<file path="src/esb_pkg.sv">
// Purpose: Shared constants for the emergency stop brake sequencer
// Assumes: AXI4-Lite register access, 32-bit data, 50 MHz clock
// Notes:   Delays are held in registers as module clock ticks
package esb_pkg;
    // ------------------------------------------------------------
    // Register offsets
    // ------------------------------------------------------------
    localparam logic [7:0] ESB_CTRL_OFS      = 8'h00;
    localparam logic [7:0] ESB_STATE_OFS     = 8'h04;
    localparam logic [7:0] ESB_STOP_DLY_OFS  = 8'h08;
    localparam logic [7:0] ESB_EXTRA_DLY_OFS = 8'h0c;
    localparam logic [7:0] ESB_BRK_DLY_OFS   = 8'h10;
    localparam logic [7:0] ESB_BRK_ZERO_OFS  = 8'h14;
    localparam logic [7:0] ESB_BRK_SPD_OFS   = 8'h18;
    localparam logic [7:0] ESB_ZERO_SPD_OFS  = 8'h1c;
    localparam logic [7:0] ESB_RAMP_MIN_OFS  = 8'h20;
    localparam logic [7:0] ESB_RAMP_MAX_OFS  = 8'h24;
    localparam logic [7:0] ESB_IRQ_STAT_OFS  = 8'h28;
    localparam logic [7:0] ESB_IRQ_MASK_OFS  = 8'h2c;
    // ------------------------------------------------------------
    // Control field positions
    // ------------------------------------------------------------
    localparam int ESB_CTRL_RAMP_MODE_BIT = 0;
    localparam int ESB_CTRL_ENC_BIT       = 1;
    localparam int ESB_CTRL_ACK_BIT       = 2;
    // ------------------------------------------------------------
    // Event bits
    // ------------------------------------------------------------
    localparam int ESB_EV_STOP_BIT  = 0;
    localparam int ESB_EV_BRAKE_BIT = 1;
    localparam int ESB_EV_TO_BIT    = 2;
    localparam int ESB_EV_DONE_BIT  = 3;
    localparam int ESB_EV_RAMP_BIT  = 4;
    localparam int ESB_EV_W         = 5;
    // ------------------------------------------------------------
    // Reset values, AXI response codes and state encoding
    // ------------------------------------------------------------
    localparam logic [31:0] ESB_DLY_RST  = 32'h0000_0000;
    localparam logic [15:0] ESB_SPD_RST  = 16'h0000;
    localparam logic [1:0]  ESB_AXI_OKAY   = 2'b00;
    localparam logic [1:0]  ESB_AXI_SLVERR = 2'b10;
    typedef enum logic [2:0] {
        ESB_IDLE  = 3'b000,
        ESB_DECEL = 3'b001,
        ESB_EXTRA = 3'b011,
        ESB_BRAKE = 3'b010,
        ESB_DONE  = 3'b110
    } esb_state_e;
endpackage

</file>
<file path="src/esb_sequencer.sv">
// Purpose: Emergency stop sequencer; brake engages before torque off except on stop timer expiry or ramp fault
// Assumes: stop_req and ack_req are asynchronous pins; speed is same-clock
// Notes:   Time or ramp supervision, encoder or brake-timer completion
// Function
// - Time mode: stop request raises stop-active and starts stop-to-torque-off timer.
// - Time mode: speed below brake limit engages brake, starts brake timer.
// - Optional extra delay precedes brake; torque off shifts equally later.
// - Stop-to-torque-off timer expiry forces torque off whatever the speed.
// - Brake-to-torque-off expiry activates torque off and its indication.
// - Encoder: zero-speed threshold completes stop; ack only after request removed.
// - Valid ack releases stop, brake, torque off and all indications.
// - Ramp mode: check deceleration against min and max limits once decelerating.
// - Ramp timed: brake limit brakes; brake engagement stops checks, starts both brake timers.
// - Ramp limit crossed while checking immediately activates torque off.
// - Brake time-to-zero expiry completes stop; ack only after request removed.
// - Ramp mode with encoder: zero speed stops checks and completes stop.
module esb_sequencer
    import esb_pkg::*;
#(
    parameter int SPD_W = 16
)(
    // Clock and reset
    input  wire logic              clk,
    input  wire logic              sys_rst,
    // Safety pins and drive status
    input  wire logic              stop_req,
    input  wire logic              ack_req,
    input  wire logic [SPD_W-1:0]  motor_speed,
    input  wire logic              drive_decel,
    // Actuators and indications
    output logic                   brake_control,
    output logic                   torque_off,
    output logic                   drive_stop_cmd,
    output logic                   stop_active_indication,
    output logic                   stop_completed_indication,
    output logic                   torque_off_indication,
    output logic                   irq,
    // AXI4-Lite slave
    input  wire logic [7:0]        s_axi_awaddr,
    input  wire logic              s_axi_awvalid,
    output logic                   s_axi_awready,
    input  wire logic [31:0]       s_axi_wdata,
    input  wire logic [3:0]        s_axi_wstrb,
    input  wire logic              s_axi_wvalid,
    output logic                   s_axi_wready,
    output logic [1:0]             s_axi_bresp,
    output logic                   s_axi_bvalid,
    input  wire logic              s_axi_bready,
    input  wire logic [7:0]        s_axi_araddr,
    input  wire logic              s_axi_arvalid,
    output logic                   s_axi_arready,
    output logic [31:0]            s_axi_rdata,
    output logic [1:0]             s_axi_rresp,
    output logic                   s_axi_rvalid,
    input  wire logic              s_axi_rready
);
    // ------------------------------------------------------------
    // Pin synchronisers
    // ------------------------------------------------------------
    logic [1:0] stop_sync_r;
    logic [1:0] ack_sync_r;
    logic       ack_prev_r;
    always_ff @(posedge clk)
    begin
        if (sys_rst)
        begin
            stop_sync_r <= 2'b00;
            ack_sync_r  <= 2'b00;
            ack_prev_r  <= 1'b0;
        end
        else
        begin
            stop_sync_r <= {stop_sync_r[0], stop_req};
            ack_sync_r  <= {ack_sync_r[0], ack_req};
            ack_prev_r  <= ack_sync_r[1];
        end
    end
    wire stop_s   = stop_sync_r[1];
    wire ack_rise = ack_sync_r[1] & ~ack_prev_r;

    // ------------------------------------------------------------
    // Configuration registers
    // ------------------------------------------------------------
    logic             ramp_mode_r;
    logic             enc_mode_r;
    logic             sw_ack_r;
    logic [31:0]      stop_dly_r;
    logic [31:0]      extra_dly_r;
    logic [31:0]      brk_dly_r;
    logic [31:0]      brk_zero_r;
    logic [SPD_W-1:0] brk_spd_r;
    logic [SPD_W-1:0] zero_spd_r;
    logic [SPD_W-1:0] ramp_min_r;
    logic [SPD_W-1:0] ramp_max_r;
    logic [ESB_EV_W-1:0] irq_stat_r;
    logic [ESB_EV_W-1:0] irq_mask_r;

    // ------------------------------------------------------------
    // Sequencer state
    // ------------------------------------------------------------
    esb_state_e  state_r;
    logic [31:0] stop_cnt_r;
    logic [31:0] extra_cnt_r;
    logic [31:0] brk_cnt_r;
    logic [31:0] zero_cnt_r;
    logic        stop_tmr_on_r;
    logic        ramp_chk_r;

    wire below_brake = motor_speed < brk_spd_r;
    wire at_zero     = motor_speed <= zero_spd_r;
    wire ramp_fault  = ramp_chk_r & ((motor_speed < ramp_min_r) | (motor_speed > ramp_max_r));
    wire stop_expire = stop_tmr_on_r & (stop_cnt_r >= stop_dly_r);
    wire extra_done  = extra_cnt_r >= extra_dly_r;
    wire brk_expire  = (state_r == ESB_BRAKE) & (brk_cnt_r >= brk_dly_r);
    wire zero_expire = (state_r == ESB_BRAKE) & (zero_cnt_r >= brk_zero_r);
    wire enc_done    = enc_mode_r & at_zero & (state_r != ESB_IDLE);
    wire tim_done    = ~enc_mode_r & zero_expire;
    wire complete    = (enc_done | tim_done) & (state_r != ESB_DONE);
    wire ack_ok      = (state_r == ESB_DONE) & ~stop_s & (ack_rise | sw_ack_r);
    wire to_trigger  = stop_expire | brk_expire | ramp_fault;
    wire start_stop  = (state_r == ESB_IDLE) & stop_s;

    always_ff @(posedge clk)
    begin
        if (sys_rst)
        begin
            state_r                   <= ESB_IDLE;
            stop_cnt_r                <= ESB_DLY_RST;
            extra_cnt_r               <= ESB_DLY_RST;
            brk_cnt_r                 <= ESB_DLY_RST;
            zero_cnt_r                <= ESB_DLY_RST;
            stop_tmr_on_r             <= 1'b0;
            ramp_chk_r                <= 1'b0;
            brake_control             <= 1'b0;
            torque_off                <= 1'b0;
            drive_stop_cmd            <= 1'b0;
            stop_active_indication    <= 1'b0;
            stop_completed_indication <= 1'b0;
            torque_off_indication     <= 1'b0;
        end
        else
        begin
            // Timers tick from their own start events
            if (stop_tmr_on_r && !stop_expire)
                stop_cnt_r <= stop_cnt_r + 32'h1;
            if (state_r == ESB_EXTRA && !extra_done)
                extra_cnt_r <= extra_cnt_r + 32'h1;
            if (state_r == ESB_BRAKE && !brk_expire)
                brk_cnt_r <= brk_cnt_r + 32'h1;
            if (state_r == ESB_BRAKE && !zero_expire)
                zero_cnt_r <= zero_cnt_r + 32'h1;
            if (to_trigger && state_r != ESB_IDLE)
            begin
                torque_off            <= 1'b1;
                torque_off_indication <= 1'b1;
            end
            if (complete)
            begin
                state_r                   <= ESB_DONE;
                ramp_chk_r                <= 1'b0;
                stop_completed_indication <= 1'b1;
            end
            case (state_r)
                ESB_IDLE:
                begin
                    if (start_stop)
                    begin
                        state_r                <= ESB_DECEL;
                        stop_active_indication <= 1'b1;
                        drive_stop_cmd         <= 1'b1;
                        stop_tmr_on_r          <= ~ramp_mode_r;
                        stop_cnt_r             <= ESB_DLY_RST;
                        extra_cnt_r            <= ESB_DLY_RST;
                        brk_cnt_r              <= ESB_DLY_RST;
                        zero_cnt_r             <= ESB_DLY_RST;
                    end
                end
                ESB_DECEL:
                begin
                    if (ramp_mode_r && drive_decel && !complete)
                        ramp_chk_r <= 1'b1;
                    if (below_brake && !complete)
                        state_r <= ESB_EXTRA;
                end
                ESB_EXTRA:
                begin
                    if (extra_done && !complete)
                    begin
                        state_r       <= ESB_BRAKE;
                        brake_control <= 1'b1;
                        ramp_chk_r    <= 1'b0;
                    end
                end
                ESB_BRAKE:
                begin
                end
                ESB_DONE:
                begin
                    if (ack_ok)
                    begin
                        state_r                   <= ESB_IDLE;
                        stop_tmr_on_r             <= 1'b0;
                        ramp_chk_r                <= 1'b0;
                        brake_control             <= 1'b0;
                        torque_off                <= 1'b0;
                        drive_stop_cmd            <= 1'b0;
                        stop_active_indication    <= 1'b0;
                        stop_completed_indication <= 1'b0;
                        torque_off_indication     <= 1'b0;
                    end
                end
                default:
                    state_r <= ESB_IDLE;
            endcase
        end
    end

    // ------------------------------------------------------------
    // Interrupt events
    // ------------------------------------------------------------
    wire [ESB_EV_W-1:0] ev_vec = {ramp_fault, complete, to_trigger & ~torque_off,
                                  (state_r == ESB_EXTRA) & extra_done, start_stop};

    // ------------------------------------------------------------
    // AXI4-Lite slave
    // ------------------------------------------------------------
    logic [7:0] aw_addr_r;
    logic       aw_held_r;
    logic       w_held_r;
    logic [31:0] w_data_r;
    wire  do_write = aw_held_r & w_held_r & ~s_axi_bvalid;
    wire  wr_stat  = do_write & (aw_addr_r == ESB_IRQ_STAT_OFS);
    wire  [ESB_EV_W-1:0] stat_clr = wr_stat ? w_data_r[ESB_EV_W-1:0] : '0;
    wire  wr_hit   = (aw_addr_r <= ESB_IRQ_MASK_OFS) & (aw_addr_r[1:0] == 2'b00)
                     & (aw_addr_r != ESB_STATE_OFS);
    wire  rd_hit   = (s_axi_araddr <= ESB_IRQ_MASK_OFS) & (s_axi_araddr[1:0] == 2'b00);
    logic [31:0] rd_mux;
    always_comb
    begin
        rd_mux = 32'h0;
        case (s_axi_araddr)
            ESB_CTRL_OFS:      rd_mux = {30'h0, enc_mode_r, ramp_mode_r};
            ESB_STATE_OFS:     rd_mux = {24'h0, ramp_chk_r, state_r, brake_control,
                                         torque_off_indication, stop_completed_indication,
                                         stop_active_indication};
            ESB_STOP_DLY_OFS:  rd_mux = stop_dly_r;
            ESB_EXTRA_DLY_OFS: rd_mux = extra_dly_r;
            ESB_BRK_DLY_OFS:   rd_mux = brk_dly_r;
            ESB_BRK_ZERO_OFS:  rd_mux = brk_zero_r;
            ESB_BRK_SPD_OFS:   rd_mux = {16'h0, brk_spd_r};
            ESB_ZERO_SPD_OFS:  rd_mux = {16'h0, zero_spd_r};
            ESB_RAMP_MIN_OFS:  rd_mux = {16'h0, ramp_min_r};
            ESB_RAMP_MAX_OFS:  rd_mux = {16'h0, ramp_max_r};
            ESB_IRQ_STAT_OFS:  rd_mux = {27'h0, irq_stat_r};
            ESB_IRQ_MASK_OFS:  rd_mux = {27'h0, irq_mask_r};
            default:           rd_mux = 32'h0;
        endcase
    end

    always_ff @(posedge clk)
    begin
        if (sys_rst)
        begin
            aw_held_r <= 1'b0; w_held_r <= 1'b0;
            aw_addr_r <= 8'h00; w_data_r <= 32'h0;
            s_axi_awready <= 1'b0; s_axi_wready <= 1'b0;
            s_axi_bvalid <= 1'b0; s_axi_bresp <= ESB_AXI_OKAY;
            s_axi_arready <= 1'b0; s_axi_rvalid <= 1'b0;
            s_axi_rdata <= 32'h0; s_axi_rresp <= ESB_AXI_OKAY;
            ramp_mode_r <= 1'b0; enc_mode_r <= 1'b0; sw_ack_r <= 1'b0;
            stop_dly_r <= ESB_DLY_RST; extra_dly_r <= ESB_DLY_RST;
            brk_dly_r <= ESB_DLY_RST; brk_zero_r <= ESB_DLY_RST;
            brk_spd_r <= ESB_SPD_RST; zero_spd_r <= ESB_SPD_RST;
            ramp_min_r <= ESB_SPD_RST; ramp_max_r <= ESB_SPD_RST;
            irq_stat_r <= '0; irq_mask_r <= '0; irq <= 1'b0;
        end
        else
        begin
            s_axi_awready <= ~aw_held_r & ~s_axi_awready & s_axi_awvalid;
            s_axi_wready  <= ~w_held_r & ~s_axi_wready & s_axi_wvalid;
            if (s_axi_awvalid && s_axi_awready)
            begin
                aw_held_r <= 1'b1;
                aw_addr_r <= s_axi_awaddr;
            end
            if (s_axi_wvalid && s_axi_wready)
            begin
                w_held_r <= 1'b1;
                w_data_r <= s_axi_wdata;
            end
            sw_ack_r <= 1'b0;
            if (do_write)
            begin
                aw_held_r    <= 1'b0;
                w_held_r     <= 1'b0;
                s_axi_bvalid <= 1'b1;
                s_axi_bresp  <= wr_hit ? ESB_AXI_OKAY : ESB_AXI_SLVERR;
                case (aw_addr_r)
                    ESB_CTRL_OFS:
                    begin
                        ramp_mode_r <= w_data_r[ESB_CTRL_RAMP_MODE_BIT];
                        enc_mode_r  <= w_data_r[ESB_CTRL_ENC_BIT];
                        sw_ack_r    <= w_data_r[ESB_CTRL_ACK_BIT];
                    end
                    ESB_STOP_DLY_OFS:  stop_dly_r  <= w_data_r;
                    ESB_EXTRA_DLY_OFS: extra_dly_r <= w_data_r;
                    ESB_BRK_DLY_OFS:   brk_dly_r   <= w_data_r;
                    ESB_BRK_ZERO_OFS:  brk_zero_r  <= w_data_r;
                    ESB_BRK_SPD_OFS:   brk_spd_r   <= w_data_r[SPD_W-1:0];
                    ESB_ZERO_SPD_OFS:  zero_spd_r  <= w_data_r[SPD_W-1:0];
                    ESB_RAMP_MIN_OFS:  ramp_min_r  <= w_data_r[SPD_W-1:0];
                    ESB_RAMP_MAX_OFS:  ramp_max_r  <= w_data_r[SPD_W-1:0];
                    ESB_IRQ_MASK_OFS:  irq_mask_r  <= w_data_r[ESB_EV_W-1:0];
                    default:           irq_mask_r  <= irq_mask_r;
                endcase
            end
            else if (s_axi_bvalid && s_axi_bready)
                s_axi_bvalid <= 1'b0;
            // Set wins over write-one-to-clear
            irq_stat_r <= (irq_stat_r & ~stat_clr) | ev_vec;
            irq        <= |(irq_stat_r & irq_mask_r);
            s_axi_arready <= ~s_axi_arready & ~s_axi_rvalid & s_axi_arvalid;
            if (s_axi_arvalid && s_axi_arready)
            begin
                s_axi_rvalid <= 1'b1;
                s_axi_rdata  <= rd_mux;
                s_axi_rresp  <= rd_hit ? ESB_AXI_OKAY : ESB_AXI_SLVERR;
            end
            else if (s_axi_rvalid && s_axi_rready)
                s_axi_rvalid <= 1'b0;
        end
    end
endmodule

</file>
<file path="config.mk">
export PLATFORM = sky130hd
export DESIGN_NAME = esb_sequencer
export DESIGN_NICKNAME = d
export VERILOG_FILES = /design/src/esb_pkg.sv /design/src/esb_sequencer.sv
export SDC_FILE = /design/constraint.sdc
export NUM_CORES = 1
export LEC_CHECK = 0
export BUFFER_PORTS_ARGS = -buffer_cell sky130_fd_sc_hd__buf_2
export CAP_MARGIN = 0
export CORE_MARGIN = 2
export CORE_UTILIZATION = 47
export CTS_CLUSTER_DIAMETER = 60
export DETAILED_ROUTE_END_ITERATION = 7
export GPL_ROUTABILITY_DRIVEN = 0
export HOLD_SLACK_MARGIN = 0.02
export PLACE_DENSITY = 0.65
export REMOVE_ABC_BUFFERS = 1
export SLEW_MARGIN = 20
export SYNTH_ARGS = -nofsm -noshare
export SYNTH_HDL_FRONTEND = slang
export SYNTH_SLANG_ARGS = --single-unit
</file>
<file path="constraint.sdc">
create_clock -name clk -period 7.5 [get_ports clk]
set_clock_uncertainty 0.15 [all_clocks]
set_input_delay 1.5 -clock clk [delete_from_list [all_inputs] [get_ports clk]]
set_output_delay 1.5 -clock clk [all_outputs]
set_load 0.01 [all_outputs]
</file>
==> qor.yml <==
status:
  outcome: "finished, final reports clean"
pwr:
  ir_drop_mv: 0.142
  finalPower_mw: 4.78
  power.leakage_nw: 9.09
  p_per_area_nw_per_um2: 188
sta:
  clock.fmax_ghz: 0.276
  slew_headroom_pct: 26.1
  min_period_ps: 3620
  hold_violations: 0
  tightest_slew_ps: 1110
  rsz0062_at_grt: "no"
  setup_viol: 0
  slew_violations: 0
  fin_setup_tns_ps: 0
  fin_crit_sh_pct: 48.2
cells_and_area:
  drive_gt1_share_pct: 8.96
  final_cells: 3558
  area_delta_synth_final_pct: 10.8
  n_fill_cell: 4610
  multi_input_area_um2: 13000
  final_cell_mix: "nand2_1, dfxtp_1, a21oi_1"
  final_common_cell: "nand2_1"
  regArea_um2: 8610
  fin_nets: 3170
worst_setup_path:
  startpoint_type: "input pin"
  crit_path_max_fanout: 30
  critPathCaptureType: "register"
  path_class: "input pin to register"
  cp.required_ps: 7860
  critical_path_arrival_ps: 3980
  reg2reg_depth: 10
global_route:
  grt_overflow: 0
  grt_max_degree: 196
  grt_pass1_vias: 20200
  grt_pass1_wl_um: 111000
  grtUsageTotal_pct: 27.9
  antenna_found_initial: 4
synth:
  async_reset_ff_share_pct: 0
  synth.distinct_cells: 80
  ys_warn_count: 0
  synth_top_area_share_pct: 37.4
  seq_area_frac_synth_pct: 37.4
  ys.flop_type: "dfxtp_1"
  synthesis.area_um2: 23000
  netlist_instances: 2873
  syn_avg_cell_area_um2: 8.01
  synth_area_leaders: "dfxtp_1, ha_1, a21oi_1, nand2_1, mux2i_1"
  synth_top_area_cell: "dfxtp_1"
  synth_seq_cells: 430
  synth_edf_count: 0
clocking:
  ctsLongestPathBuffers: 3
  ctsHoldBuffers: 0
  post_cts_buffers: 0
  root_buffer: "clkbuf_16"
  cts_tree: "done"
  postCtsResizedCells: 0
  cts_sinks: 430
  numCtsBuffers: 48
  h-tree-depth: 2
  clock_latency_ps: 590
  clk_pin_slew_ps: 60
floorplan:
  core.rowCount: 81
  io_pins: 126
  dieHeight_um: 225
  die_area_um2: 50800
  start_util_pct: 47.3
  fp.dieW_um: 225
  core-area_um2: 48600
min_path:
  holdCritPathClass: "register to register"
  min_path_cells: 1
route:
  drt_pass1_iterations: 8
  drc: 0
  wl_met2_um: 32600
  routed_wl_um: 71600
  drt_iter0_markers: 2041
  drtAntennaViolNets: 0
  num_vias: 21300
  met3_length_um: 5330
  maxUsedRoutingLayer: "met5"
  wl_met1_um: 31500
  wl_per_cell_um: 20.1
  vias_per_cell: 5.98
place:
  portBuffers: 119
  dp_hpwl_um: 50400
  placed_cells: 3470
flow_run:
  cap_violations: 0
final cells by class:
| type | count | share of cell area [%] |
|---|---|---|
| Multi-Input combinational cell | 2045 | 50.8 |
| Sequential cell | 430 | 33.8 |
| Clock buffer | 73 | 5.44 |
| Inverter | 233 | 3.43 |
| Tap cell | 622 | 3.05 |
| Timing Repair Buffer | 140 | 3.04 |
| Clock inverter | 13 | 0.432 |
| Antenna cell | 2 | 0.0196 |
cell usage after synthesis, types with 6 or more instances:
cell type,instances
a2111oi_0,6
a211oi_1,8
a21o_1,25
a21oi_1,365
a221o_1,7
a221oi_1,8
a222oi_1,24
a22oi_1,57
a31o_2,7
a31oi_1,15
and2_1,11
and3_1,19
and4_1,14
buf_1,9
buf_2,13
clkbuf_1,139
dfxtp_1,430
ha_1,194
inv_1,233
mux2i_1,96
nand2_1,479
nand2b_1,33
nand3_1,66
nand4_1,50
nor2_1,157
nor2b_1,11
nor3_1,28
nor4_1,25
o2111ai_1,6
o211ai_1,16
o21a_1,10
o21ai_0,76
o311ai_0,6
o31ai_1,30
o41ai_1,7
or2_2,8
or3_1,62
or4_1,36
xnor2_1,8
path summary, 6_finish.rpt:
path,start,end,slack (ps)
max,s_axi_araddr[2],s_axi_rdata[6],3880
min,ack_sync_r[0],ack_sync_r[1],300
max reg2reg,extra_dly_r[17],extra_cnt_r[20],3980
min reg2reg,ack_sync_r[0],ack_sync_r[1],300
per-layer routing:
layer | GRT usage [%] | vias up
met4 | 10.6 | 2
met3 | 3.89 | 121
met2 | 45.0 | 750
li1 | - | 10200
met5 | 0 | -
met1 | 37.8 | 10200
critical path: stages:
cell      delay, ps
buf_2           170
nor4b_2         640
and2_2          840
a22o_1          350
a221oi_1         70
a31oi_1         220
a21oi_1          60
nor2_1           90
report_power, final:
group | switching (mW) | leakage, nW | internal (mW) | total [mW]
clock | 0.976 | 0.729 | 1.31 | 2.28
combinational | 0.122 | 4.90 | 0.0567 | 0.179
sequential | 0.0243 | 3.47 | 2.30 | 2.32
cells by family (layout without fill, tap and decap cells):
kind of cell,after synthesis,count (layout),synth area share (%)
AO/OA/AOI/OAI,719,719,19.7
XOR/XNOR,9,9,0.342
adder cells (fa/ha/maj),194,194,10.5
buffers and inverters,399,459,6.67
flip-flops,430,430,37.4
multiplexers,96,96,4.17
other,1,4,0.0163
AND/OR/NAND/NOR,1025,1025,21.2
through the flow:
| stage | hold slack [ps] | setup slack, ps | area, um2 | util [%] |
|---|---|---|---|---|
| CTS | 308 | 3970 | 25500 | 52.4 |
| global route | 325 | 3750 | 25500 | 52.4 |
| global placement | 291 | 3420 | 24000 | 49.3 |
| detailed placement | 295 | 3410 | 24000 | 49.3 |
| floorplan | 264 | 2420 | 22400 | - |
| finish | 303 | 3880 | 25500 | 52.4 |
Power figures use the tool's default switching activity.
